`config.mk`:
```
export PLATFORM = sky130hd
export DESIGN_NAME = rfs_top
export DESIGN_NICKNAME = d
export VERILOG_FILES = /design/src/design/rfs_pkg.sv /design/src/design/rfs_refresh_timer.sv /design/src/design/rfs_top.sv
export SDC_FILE = /design/constraint.sdc
export NUM_CORES = 1
export LEC_CHECK = 0
export ABC_AREA = 1
export BUFFER_PORTS_ARGS = -buffer_cell sky130_fd_sc_hd__buf_2
export CORE_MARGIN = 8
export CORE_UTILIZATION = 25
export DETAILED_ROUTE_END_ITERATION = 16
export GPL_TIMING_DRIVEN = 0
export REMOVE_ABC_BUFFERS = 1
export SKIP_LAST_GASP = 1
export SYNTH_ARGS = -nofsm -noshare
export SYNTH_HDL_FRONTEND = slang
export SYNTH_HIERARCHICAL = 1
export SYNTH_SLANG_ARGS = --single-unit
export TNS_END_PERCENT = 50
```
`constraint.sdc`:
```
create_clock -name core_clk_i -period 3.4 [get_ports core_clk_i]
set_clock_uncertainty 0.1 [all_clocks]
set_input_delay 0.68 -clock core_clk_i [delete_from_list [all_inputs] [get_ports core_clk_i]]
set_output_delay 0.68 -clock core_clk_i [all_outputs]
set_load 0.02 [all_outputs]
```
`src/design/rfs_pkg.sv`:
```
// shared constants for the resolver feedback status block
package rfs_pkg;
  // timing, in microseconds, and core clock rate
  localparam int CLK_MHZ       = 100;
  localparam int T_FAST_US     = 250;
  localparam int T_SLOW_US     = 4000;
  localparam int T_IO_US       = 8000;
  localparam int FAST_CYC      = T_FAST_US * CLK_MHZ;
  localparam int FAST_PER_SLOW = T_SLOW_US / T_FAST_US;
  localparam int IO_QUANTA     = T_IO_US / T_SLOW_US;

  // register byte addresses
  localparam logic [7:0] A_IDENT    = 8'h00;
  localparam logic [7:0] A_SW_MAIN  = 8'h04;
  localparam logic [7:0] A_SW_MINOR = 8'h08;
  localparam logic [7:0] A_SPEED    = 8'h0C;
  localparam logic [7:0] A_TURNS    = 8'h10;
  localparam logic [7:0] A_FRAC     = 8'h14;
  localparam logic [7:0] A_POS32    = 8'h18;
  localparam logic [7:0] A_ERR      = 8'h1C;
  localparam logic [7:0] A_CTRL     = 8'h20;
  localparam logic [7:0] A_DETECT   = 8'h24;
  localparam logic [7:0] A_SLOWMODS = 8'h28;
  localparam logic [7:0] A_CMD      = 8'h2C;
  localparam logic [7:0] A_SAVED    = 8'h30;
  localparam logic [7:0] A_IRQ_STAT = 8'h34;
  localparam logic [7:0] A_IRQ_MASK = 8'h38;

  // field positions
  localparam int CTRL_SEL_BIT  = 0;
  localparam int CTRL_RES_LSB  = 1;
  localparam int DET_WIRE_BIT  = 0;
  localparam int CMD_SAVE_BIT  = 0;
  localparam int CMD_RESET_BIT = 1;
  localparam int MODS_IO_LSB   = 4;

  // interrupt event bits
  localparam int EV_ERROR    = 0;
  localparam int EV_MISMATCH = 1;
  localparam int EV_MISSING  = 2;
  localparam int EV_REFRESH  = 3;
  localparam int EV_W        = 4;

  // error status codes
  localparam logic [7:0] ERR_NONE     = 8'h00;
  localparam logic [7:0] ERR_EXC_SHORT = 8'h01;
  localparam logic [7:0] ERR_WIRE     = 8'h02;
  localparam logic [7:0] ERR_HOT      = 8'h4A;

  // resolution codes and speed range in 0.1 rpm
  localparam logic [1:0]  RES_10BIT  = 2'h0;
  localparam logic [1:0]  RES_12BIT  = 2'h1;
  localparam logic [15:0] MASK_10BIT = 16'hFFF0;
  localparam logic [15:0] MASK_12BIT = 16'hFFFC;
  localparam logic [15:0] MASK_FULL  = 16'hFFFF;
  localparam logic signed [31:0] SPEED_MAX = 32'sh00061A80;

  // identity: value is arbitrary
  localparam logic [15:0] IDENT_CODE = 16'h0123;
  localparam logic [15:0] IDENT_NONE = 16'h0000;

  typedef enum logic [1:0] {
    RFS_ST_CAPTURE = 2'b00,
    RFS_ST_COMPARE = 2'b01,
    RFS_ST_RUN     = 2'b10
  } rfs_state_t;
endpackage

```
`src/design/rfs_refresh_timer.sv`:
```
// refresh tick generator: fast, position-controller and combined slow ticks
`timescale 1ns/10ps
module rfs_refresh_timer #(
  parameter int FAST_CYC = rfs_pkg::FAST_CYC
) (
  // clock and reset
  input  wire logic       core_clk_i,
  input  wire logic       reset_n_i,
  // slow module population besides this one
  input  wire logic [3:0] extra_4ms_i,
  input  wire logic [3:0] io_8ms_i,
  // ticks
  output logic            fast_tick_o,
  output logic            mid_tick_o,
  output logic            slow_tick_o
);
  logic [31:0] fast_cnt;
  logic [4:0]  mid_cnt;
  logic [7:0]  quanta_cnt;
  logic [7:0]  quanta;

  // this module's own 4ms plus every other slow module
  assign quanta = 8'h01 + {4'h0, extra_4ms_i} +
                  8'(int'(io_8ms_i) * rfs_pkg::IO_QUANTA);

  assign fast_tick_o = (fast_cnt == 32'(FAST_CYC - 1));
  assign mid_tick_o  = fast_tick_o &&
                       (mid_cnt == 5'(rfs_pkg::FAST_PER_SLOW - 1));
  assign slow_tick_o = mid_tick_o && (quanta_cnt >= quanta - 8'h01);

  always_ff @(posedge core_clk_i or negedge reset_n_i) begin
    if (!reset_n_i) begin
      fast_cnt <= 32'h0;
    end else if (fast_tick_o) begin
      fast_cnt <= 32'h0;
    end else begin
      fast_cnt <= fast_cnt + 32'h1;
    end
  end

  always_ff @(posedge core_clk_i or negedge reset_n_i) begin
    if (!reset_n_i) begin
      mid_cnt <= 5'h0;
    end else if (mid_tick_o) begin
      mid_cnt <= 5'h0;
    end else if (fast_tick_o) begin
      mid_cnt <= mid_cnt + 5'h1;
    end
  end

  // >= keeps the count sane when the population shrinks mid-period
  always_ff @(posedge core_clk_i or negedge reset_n_i) begin
    if (!reset_n_i) begin
      quanta_cnt <= 8'h0;
    end else if (slow_tick_o) begin
      quanta_cnt <= 8'h0;
    end else if (mid_tick_o) begin
      quanta_cnt <= quanta_cnt + 8'h1;
    end
  end
endmodule

```
`src/design/rfs_top.sv`:
```
// resolver feedback status block: faults, identity, position and speed
`timescale 1ns/10ps
module rfs_top #(
  parameter int FAST_CYC = rfs_pkg::FAST_CYC
) (
  // clock and reset
  input  wire logic        core_clk_i,
  input  wire logic        reset_n_i,
  // register port
  input  wire logic [7:0]  reg_addr_i,
  input  wire logic [31:0] reg_wdata_i,
  input  wire logic        reg_write_i,
  input  wire logic        reg_read_i,
  output logic [31:0]      reg_rdata_o,
  // angle converter, same clock
  input  wire logic [15:0] angle_i,
  input  wire logic [31:0] speed_raw_i,
  // fault pins from the analogue front end
  input  wire logic        exc_short_i,
  input  wire logic        wire_break_i,
  input  wire logic        overtemp_i,
  // power-up straps and nonvolatile store
  input  wire logic        module_fitted_i,
  input  wire logic        has_software_i,
  input  wire logic [15:0] main_sw_i,
  input  wire logic [15:0] minor_sw_i,
  input  wire logic [15:0] nv_code_i,
  output logic             nv_write_o,
  output logic [15:0]      nv_wdata_o,
  // control-rate feedback
  output logic [31:0]      ctrl_speed_o,
  output logic [31:0]      ctrl_pos_o,
  output logic [31:0]      posctl_pos_o,
  // trips and interrupt
  output logic             slot_error_trip_o,
  output logic             slot_mismatch_trip_o,
  output logic             slot_missing_trip_o,
  output logic             irq_o
);
  localparam int EV_W_IDX = rfs_pkg::EV_W - 1;

  rfs_pkg::rfs_state_t state;

  logic [2:0]  fault_meta;
  logic [2:0]  fault_sync;
  logic        motor_sel;
  logic [1:0]  res_code;
  logic [2:0]  error_detection_level;
  logic [3:0]  extra_4ms;
  logic [3:0]  io_8ms;
  logic [15:0] slot_module_identity;
  logic [15:0] main_software_version;
  logic [15:0] minor_software_version;
  logic [15:0] saved_code;
  logic [7:0]  err_code;
  logic [7:0]  next_err_code;
  logic        slot_mismatch_trip;
  logic        slot_missing_trip;
  logic [15:0] angle_prev;
  logic [15:0] live_turns;
  logic [31:0] measured_speed;
  logic [15:0] turn_counter;
  logic [15:0] fractional_angle;
  logic [EV_W_IDX:0] irq_stat;
  logic [EV_W_IDX:0] irq_mask;
  logic [EV_W_IDX:0] irq_set;
  logic        fast_tick;
  logic        mid_tick;
  logic        slow_tick;
  logic        sample;
  logic        save_cmd;
  logic        reset_cmd;
  logic [15:0] frac_now;
  logic [15:0] next_turns;
  logic [31:0] speed_lim;

  function automatic logic [15:0] res_mask(input logic [1:0] code);
    if (code == rfs_pkg::RES_10BIT) begin
      res_mask = rfs_pkg::MASK_10BIT;
    end else if (code == rfs_pkg::RES_12BIT) begin
      res_mask = rfs_pkg::MASK_12BIT;
    end else begin
      res_mask = rfs_pkg::MASK_FULL;
    end
  endfunction

  function automatic logic [31:0] clamp_speed(input logic [31:0] raw);
    if ($signed(raw) > rfs_pkg::SPEED_MAX) begin
      clamp_speed = rfs_pkg::SPEED_MAX;
    end else if ($signed(raw) < -rfs_pkg::SPEED_MAX) begin
      clamp_speed = -rfs_pkg::SPEED_MAX;
    end else begin
      clamp_speed = raw;
    end
  endfunction

  function automatic logic wr_hit(input logic [7:0] a);
    wr_hit = reg_write_i && (reg_addr_i == a);
  endfunction

  rfs_refresh_timer #(
    .FAST_CYC(FAST_CYC)
  ) u_timer (
    .core_clk_i (core_clk_i),
    .reset_n_i  (reset_n_i),
    .extra_4ms_i(extra_4ms),
    .io_8ms_i   (io_8ms),
    .fast_tick_o(fast_tick),
    .mid_tick_o (mid_tick),
    .slow_tick_o(slow_tick)
  );

  // fault pins come from another domain
  always_ff @(posedge core_clk_i or negedge reset_n_i) begin
    if (!reset_n_i) begin
      fault_meta <= 3'h0;
      fault_sync <= 3'h0;
    end else begin
      fault_meta <= {overtemp_i, wire_break_i, exc_short_i};
      fault_sync <= fault_meta;
    end
  end

  // writable settings
  always_ff @(posedge core_clk_i or negedge reset_n_i) begin
    if (!reset_n_i) begin
      motor_sel             <= 1'b0;
      res_code              <= 2'h0;
      error_detection_level <= 3'h0;
      extra_4ms             <= 4'h0;
      io_8ms                <= 4'h0;
      irq_mask              <= '0;
    end else begin
      if (wr_hit(rfs_pkg::A_CTRL)) begin
        motor_sel <= reg_wdata_i[rfs_pkg::CTRL_SEL_BIT];
        res_code  <= reg_wdata_i[rfs_pkg::CTRL_RES_LSB +: 2];
      end
      if (wr_hit(rfs_pkg::A_DETECT)) begin
        error_detection_level <= reg_wdata_i[2:0];
      end
      if (wr_hit(rfs_pkg::A_SLOWMODS)) begin
        extra_4ms <= reg_wdata_i[3:0];
        io_8ms    <= reg_wdata_i[rfs_pkg::MODS_IO_LSB +: 4];
      end
      if (wr_hit(rfs_pkg::A_IRQ_MASK)) begin
        irq_mask <= reg_wdata_i[EV_W_IDX:0];
      end
    end
  end

  assign save_cmd  = wr_hit(rfs_pkg::A_CMD) &&
                     reg_wdata_i[rfs_pkg::CMD_SAVE_BIT];
  assign reset_cmd = wr_hit(rfs_pkg::A_CMD) &&
                     reg_wdata_i[rfs_pkg::CMD_RESET_BIT];

  // power-up: capture straps once, then compare against the saved code
  always_ff @(posedge core_clk_i or negedge reset_n_i) begin
    if (!reset_n_i) begin
      state                  <= rfs_pkg::RFS_ST_CAPTURE;
      slot_module_identity   <= rfs_pkg::IDENT_NONE;
      main_software_version  <= 16'h0;
      minor_software_version <= 16'h0;
      saved_code             <= 16'h0;
    end else begin
      unique case (state)
        rfs_pkg::RFS_ST_CAPTURE: begin
          slot_module_identity <= module_fitted_i ?
            rfs_pkg::IDENT_CODE : rfs_pkg::IDENT_NONE;
          main_software_version <= (module_fitted_i && has_software_i) ?
            main_sw_i : 16'h0;
          minor_software_version <= (module_fitted_i && has_software_i) ?
            minor_sw_i : 16'h0;
          saved_code <= nv_code_i;
          state      <= rfs_pkg::RFS_ST_COMPARE;
        end
        rfs_pkg::RFS_ST_COMPARE: begin
          state <= rfs_pkg::RFS_ST_RUN;
        end
        rfs_pkg::RFS_ST_RUN: begin
          // identity never rewritten while running
          state <= rfs_pkg::RFS_ST_RUN;
        end
        default: begin
          state <= rfs_pkg::RFS_ST_CAPTURE;
        end
      endcase
    end
  end

  // saved code of zero means nothing was ever saved: no trip
  always_ff @(posedge core_clk_i or negedge reset_n_i) begin
    if (!reset_n_i) begin
      slot_mismatch_trip <= 1'b0;
      slot_missing_trip  <= 1'b0;
    end else if (state == rfs_pkg::RFS_ST_COMPARE) begin
      slot_missing_trip <= (saved_code != rfs_pkg::IDENT_NONE) &&
        (slot_module_identity == rfs_pkg::IDENT_NONE);
      slot_mismatch_trip <= (saved_code != rfs_pkg::IDENT_NONE) &&
        (slot_module_identity != rfs_pkg::IDENT_NONE) &&
        (slot_module_identity != saved_code);
    end else if (reset_cmd) begin
      slot_mismatch_trip <= 1'b0;
      slot_missing_trip  <= 1'b0;
    end
  end

  // defaults stay volatile until software asks for a save
  always_ff @(posedge core_clk_i or negedge reset_n_i) begin
    if (!reset_n_i) begin
      nv_write_o <= 1'b0;
      nv_wdata_o <= 16'h0;
    end else begin
      nv_write_o <= save_cmd && (state == rfs_pkg::RFS_ST_RUN);
      if (save_cmd) begin
        nv_wdata_o <= slot_module_identity;
      end
    end
  end

  // fault code: heat first, then short, then wire break if enabled
  always_comb begin
    next_err_code = err_code;
    if (reset_cmd) begin
      next_err_code = rfs_pkg::ERR_NONE;
    end
    if (fault_sync[2]) begin
      next_err_code = rfs_pkg::ERR_HOT;
    end else if (fault_sync[0]) begin
      next_err_code = rfs_pkg::ERR_EXC_SHORT;
    end else if (fault_sync[1] &&
                 error_detection_level[rfs_pkg::DET_WIRE_BIT]) begin
      next_err_code = rfs_pkg::ERR_WIRE;
    end
  end

  // a fault present during the reset command wins over the clear
  always_ff @(posedge core_clk_i or negedge reset_n_i) begin
    if (!reset_n_i) begin
      err_code <= rfs_pkg::ERR_NONE;
    end else begin
      err_code <= next_err_code;
    end
  end

  // sampling rate: fast when driving the motor, else only per refresh
  assign sample   = motor_sel ? fast_tick : slow_tick;
  assign frac_now = angle_i & res_mask(res_code);

  // wrap detected from the top two bits; fails above the speed limit
  always_comb begin
    next_turns = live_turns;
    if (angle_prev[15:14] == 2'b11 && angle_i[15:14] == 2'b00) begin
      next_turns = live_turns + 16'h1;
    end else if (angle_prev[15:14] == 2'b00 &&
                 angle_i[15:14] == 2'b11) begin
      next_turns = live_turns - 16'h1;
    end
  end

  always_ff @(posedge core_clk_i or negedge reset_n_i) begin
    if (!reset_n_i) begin
      angle_prev <= 16'h0;
      live_turns <= 16'h0;
    end else if (sample) begin
      angle_prev <= angle_i;
      live_turns <= next_turns;
    end
  end

  assign speed_lim = clamp_speed(speed_raw_i);

  // control feedback, taken at the sampling rate
  always_ff @(posedge core_clk_i or negedge reset_n_i) begin
    if (!reset_n_i) begin
      ctrl_speed_o <= 32'h0;
      ctrl_pos_o   <= 32'h0;
    end else if (sample) begin
      ctrl_speed_o <= motor_sel ? speed_lim : 32'h0;
      ctrl_pos_o   <= {next_turns, frac_now};
    end
  end

  always_ff @(posedge core_clk_i or negedge reset_n_i) begin
    if (!reset_n_i) begin
      posctl_pos_o <= 32'h0;
    end else if (motor_sel ? mid_tick : slow_tick) begin
      posctl_pos_o <= {next_turns, frac_now};
    end
  end

  // parameter-rate values, turns and fraction in one step
  always_ff @(posedge core_clk_i or negedge reset_n_i) begin
    if (!reset_n_i) begin
      measured_speed   <= 32'h0;
      turn_counter     <= 16'h0;
      fractional_angle <= 16'h0;
    end else if (slow_tick) begin
      measured_speed   <= motor_sel ? speed_lim : 32'h0;
      turn_counter     <= next_turns;
      fractional_angle <= frac_now;
    end else if (!motor_sel) begin
      measured_speed <= 32'h0;
    end
  end

  // sticky events, write one to clear, set wins
  assign irq_set[rfs_pkg::EV_ERROR]    = (next_err_code != rfs_pkg::ERR_NONE)
                                         && (next_err_code != err_code);
  assign irq_set[rfs_pkg::EV_MISMATCH] = (state == rfs_pkg::RFS_ST_COMPARE)
    && (saved_code != rfs_pkg::IDENT_NONE)
    && (slot_module_identity != rfs_pkg::IDENT_NONE)
    && (slot_module_identity != saved_code);
  assign irq_set[rfs_pkg::EV_MISSING]  = (state == rfs_pkg::RFS_ST_COMPARE)
    && (saved_code != rfs_pkg::IDENT_NONE)
    && (slot_module_identity == rfs_pkg::IDENT_NONE);
  assign irq_set[rfs_pkg::EV_REFRESH]  = slow_tick;

  always_ff @(posedge core_clk_i or negedge reset_n_i) begin
    if (!reset_n_i) begin
      irq_stat <= '0;
    end else if (wr_hit(rfs_pkg::A_IRQ_STAT)) begin
      irq_stat <= (irq_stat & ~reg_wdata_i[EV_W_IDX:0]) | irq_set;
    end else begin
      irq_stat <= irq_stat | irq_set;
    end
  end

  assign irq_o                = |(irq_stat & irq_mask);
  assign slot_error_trip_o    = (err_code != rfs_pkg::ERR_NONE);
  assign slot_mismatch_trip_o = slot_mismatch_trip;
  assign slot_missing_trip_o  = slot_missing_trip;

  // read data stand only in the cycle after the strobe
  always_ff @(posedge core_clk_i or negedge reset_n_i) begin
    if (!reset_n_i) begin
      reg_rdata_o <= 32'h0;
    end else if (!reg_read_i) begin
      reg_rdata_o <= 32'h0;
    end else begin
      unique case (reg_addr_i)
        rfs_pkg::A_IDENT:    reg_rdata_o <= {16'h0, slot_module_identity};
        rfs_pkg::A_SW_MAIN:  reg_rdata_o <= {16'h0, main_software_version};
        rfs_pkg::A_SW_MINOR: reg_rdata_o <= {16'h0, minor_software_version};
        rfs_pkg::A_SPEED:    reg_rdata_o <= measured_speed;
        rfs_pkg::A_TURNS:    reg_rdata_o <= {16'h0, turn_counter};
        rfs_pkg::A_FRAC:     reg_rdata_o <= {16'h0, fractional_angle};
        rfs_pkg::A_POS32:
          reg_rdata_o <= {turn_counter, fractional_angle};
        rfs_pkg::A_ERR:      reg_rdata_o <= {24'h0, err_code};
        rfs_pkg::A_CTRL:
          reg_rdata_o <= {29'h0, res_code, motor_sel};
        rfs_pkg::A_DETECT:   reg_rdata_o <= {29'h0, error_detection_level};
        rfs_pkg::A_SLOWMODS: reg_rdata_o <= {24'h0, io_8ms, extra_4ms};
        rfs_pkg::A_SAVED:    reg_rdata_o <= {16'h0, saved_code};
        rfs_pkg::A_IRQ_STAT: reg_rdata_o <= {28'h0, irq_stat};
        rfs_pkg::A_IRQ_MASK: reg_rdata_o <= {28'h0, irq_mask};
        default:             reg_rdata_o <= 32'h0;
      endcase
    end
  end
endmodule

```
==> out/qor.tcl <==
set qor(number_of_global_route_vias_before_repair) 14740
set qor(report.final.slew_viol_count) 0
set qor(pin_count) 294
set qor(final_area_sq_um) 20960
set qor(post-synth-top-area-fraction_pct) 50.04
set qor(yosysWarnings) 6
set qor(setup.worst_path.start_class) {flip-flop}
set qor(fin_crit_sh_pct) 98.66
set qor(area_growth_syn_to_layout_pct) 27.80
set qor(routed-via-count) 14851
set qor(type_of_destination_of_the_critical_path) {flip-flop}
set qor(worst_slew_margin_rel_pct) 8.337
set qor(gr-total-overflow) 0
set qor(max_cap_violations) 0
set qor(setup_violations) 0
set qor(path_max_fanout) 9
set qor(multi_input_comb_area_sq_um) 7254
set qor(dp_hpwl_um) 42940
set qor(synthDistinctLibCells) 53
set qor(cts.path.max_buffers) 3
set qor(wire_length_of_the_first_global_routing_pass_um) 91630
set qor(fp.dieArea_sq_um) 74070
set qor(clock.fmax_mhz) 298.1
set qor(fill_cell_total_of_the_finished_layout) 6971
set qor(netlist_area_sq_um) 16400
set qor(final-seq-area_sq_um) 8210
set qor(synth-seq-cells) 328
set qor(portBuffers) 257
set qor(r2r_endpoint) {ctrl_speed_o[31]$_DFFE_PN0P_}
set qor(grt_antenna_before_repair) 31
set qor(p_sw_share_pct) 25.33
set qor(worst_pin_slew_ps) 1364
set qor(comb_power_share_pct) 8.4
set qor(final_layout_size_suffix_gt1_share_pct) 22.29
set qor(maximum_number_of_pins_on_one_net_before_global_route_repair) 119
set qor(relative_contribution_of_sequential_cells_to_total_power_pct) 43.2
set qor(crit_required_ps) 3740
set qor(placedCellCount) 3103
set qor(vdd.ir_drop.worst_mv) 0.3802
set qor(power.switching_mw) 2.420
set qor(hold_buffers) 0
set qor(yosys.area.top_type) {dfrtp_1}
set qor(synth-edff-count) 0
set qor(cts_made_buffers) 39
set qor(placedInstanceArea_sq_um) 18580
set qor(design_power_total_mw) 9.553
set qor(track_usage_pct) 16.08
set qor(clkSinkCount) 328
set qor(gp_congestion) 0.8839
set qor(row_count) 94
set qor(clkTransAtPathRegs_ps) 60
set qor(synth_sequential_area_ratio_pct) 50.04
set qor(coreArea_sq_um) 65390
set qor(worstSkewPairLatency_ps) 570
set qor(layoutNonFillerInstCount) 3229
set qor(vias_per_cell) 4.599
set qor(clock_tree_from_tritoncts) {built}
set qor(ff2ff_path_depth) 18
set qor(1st_pass_router_iterations) 5
set qor(leakagePower_nw) 10.13
set qor(setup_repair_after_global_routing_missed_its_margin) {yes}
set qor(fin_nets) 2494
set qor(netlist_top_cells_area) {dfrtp_1, nand2_1, inv_1}
set qor(synth_cells) 2056
set qor(crit_type) {flip-flop to flip-flop}
set qor(synth_most_common_cell) {nand2_1}
set qor(timing.critical_path.arrival_ps) 3690
set qor(route.antenna.remaining_nets) 0
set qor(power_density_nw_per_um2) 455.7
set qor(detail_route.wirelength_um) 62880
set qor(ys_dominant_reg_cell) {dfrtp_1}
set qor(syn_avg_cell_area_sq_um) 7.978
set qor(setup_total_negative_slack_ps) 0
set qor(cell_internal_pwr_mw) 7.134
set qor(root_buffer) {clkbuf_16}
set qor(dieWidth_um) 272.2
set qor(starting_drt_drc_count) 1129
set qor(vertical_die_dimension_um) 272.2
set qor(r2r_start) {extra_4ms[0]$_DFFE_PN0P_}
set qor(rrSetupSlack_ps) 50
set qor(detailed_route_drc_error_count) 0
set qor(floorplan.initialDensity_pct) 25.08
set qor(async_flop_share_pct) 100.0
set qor(post_drt_wl_per_cell_um) 19.47
set qor(power_frac_clock_pct) 48.4
set qor(post_synth_most_frequent_cells) {nand2_1, dfrtp_1, inv_1}
set qor(cts-htree-levels) 2
set qor(final-hold-violation-count) 0
set qor(result_of_the_run) {completed}
set qor(worst_hold_path_type) {primary input to asynchronous set/reset pin}
set qor(finalWorstPathRequiredPeriod_ps) 3355
metrics by stage:
stage	utilization, %	hold WS [ps]	worst slack, ps
6_report	32.06	14.53	45.39
3_3_place_gp	28.04	242.6	-8453
3_5_place_dp	28.41	251.0	-1871
5_1_grt	32.03	50.79	-105.3
2_1_floorplan	-	231.2	-3680
4_1_cts	31.07	71.56	-85.53
worst max-delay path by stage:
stage                        startpoint                           end  slack (ps)
6_report       extra_4ms[0]$_DFFE_PN0P_  ctrl_speed_o[31]$_DFFE_PN0P_          50
5_1_grt           io_8ms[0]$_DFFE_PN0P_     live_turns[7]$_DFFE_PN0P_        -110
4_1_cts        extra_4ms[0]$_DFFE_PN0P_   turn_counter[7]$_DFFE_PN0P_         -90
3_5_place_dp   extra_4ms[0]$_DFFE_PN0P_   ctrl_speed_o[4]$_DFFE_PN0P_       -1870
3_3_place_gp   extra_4ms[0]$_DFFE_PN0P_     ctrl_pos_o[1]$_DFFE_PN0P_       -8450
2_1_floorplan  extra_4ms[0]$_DFFE_PN0P_     ctrl_pos_o[0]$_DFFE_PN0P_       -3680
cell families after synthesis:
group | count (synthesis) | synth area share [%]
buffers and inverters | 332 | 8.398
AND/OR/NAND/NOR | 1071 | 28.21
other | 1 | 0.02286
flip-flops | 328 | 50.04
AO/OA/AOI/OAI | 256 | 9.039
adder cells (fa/ha/maj) | 23 | 1.800
XOR/XNOR | 45 | 2.494
cell usage in the layout, fill, tap and decap left out, types with 15 or more instances in the layout:
cell type    n
a21oi_1     36
buf_2      256
buf_4       19
clkbuf_16   45
dfrtp_1    326
ha_1        15
inv_1      210
inv_2       25
nand2_1    696
nand2_2     24
nand3_1     73
nand4_1     73
nor2_1     113
nor3_1      21
o21ai_0    114
o22ai_1     55
xor2_1      37
metal layers:
metal  global-route usage, %  up-vias  part of all wire [%]
met4                   5.507       28                   3.7
li1                        -     7117                     -
met5                       0        -                  0.31
met1                   20.72     7070                    43
met3                   5.297      133                   8.6
met2                   25.20      503                    45
sequential cells by signal (all words and copies together), names as in the netlist, 5 cells and up:
| register | cells |
|---|---|
| ctrl_pos_o | 5 |
| fractional_angle | 16 |
| ctrl_speed_o | 32 |
| u_timer/fast_cnt | 32 |
| main_software_version | 16 |
| u_timer/mid_cnt | 5 |
| measured_speed | 32 |
| turn_counter | 16 |
| u_timer/quanta_cnt | 8 |
| posctl_pos_o | 32 |
| reg_rdata_o | 32 |
| saved_code | 16 |
| live_turns | 16 |
| minor_software_version | 16 |
| angle_prev | 11 |
| err_code | 8 |
cell type report:
type / instances / share of cell area (%)
Inverter: 239 / 4.512
Timing Repair inverter: 2 / 0.07759
Tap cell: 864 / 5.157
Timing Repair Buffer: 304 / 9.657
Sequential cell: 328 / 39.17
Antenna cell: 10 / 0.1194
Multi-Input combinational cell: 1412 / 34.61
Clock buffer: 52 / 5.420
Clock inverter: 18 / 1.283
worst max-delay path, cell delays in order, from the launching register on:
cell and delay [ps]:
dfrtp_2 360, inv_1 60, fa_2 410, nand3b_1 190, nand2_2 120, xnor2_4 140
and2_4 200, nand3_4 80, ha_4 300, nand2_4 70, o21ai_4 140, a21oi_4 60
nor2_4 190, nand2_8 120, nand2_8 210, clkinv_16 130, buf_16 170, nand2_1 70
nand2_1 70
power groups by stage:
stage                     Clock [mW]  Sequential (mW)  Combinational, mW
after floorplan                    0             4.17              0.351
after global placement             0             4.21              0.655
after detailed placement           0             4.20              0.691
after CTS                       4.74             4.12              0.727
after global routing            4.88             4.14              0.903
final                           4.62             4.13              0.805
repair_timing:
item | CTS | global route
cloned | 7 | 8
pin swaps | 8 | 15
resized for setup | 28 | 55
buffers inserted | 18 | 13
setup endpoints to repair | 161 | 158
(Power assumes the default switching activity.)
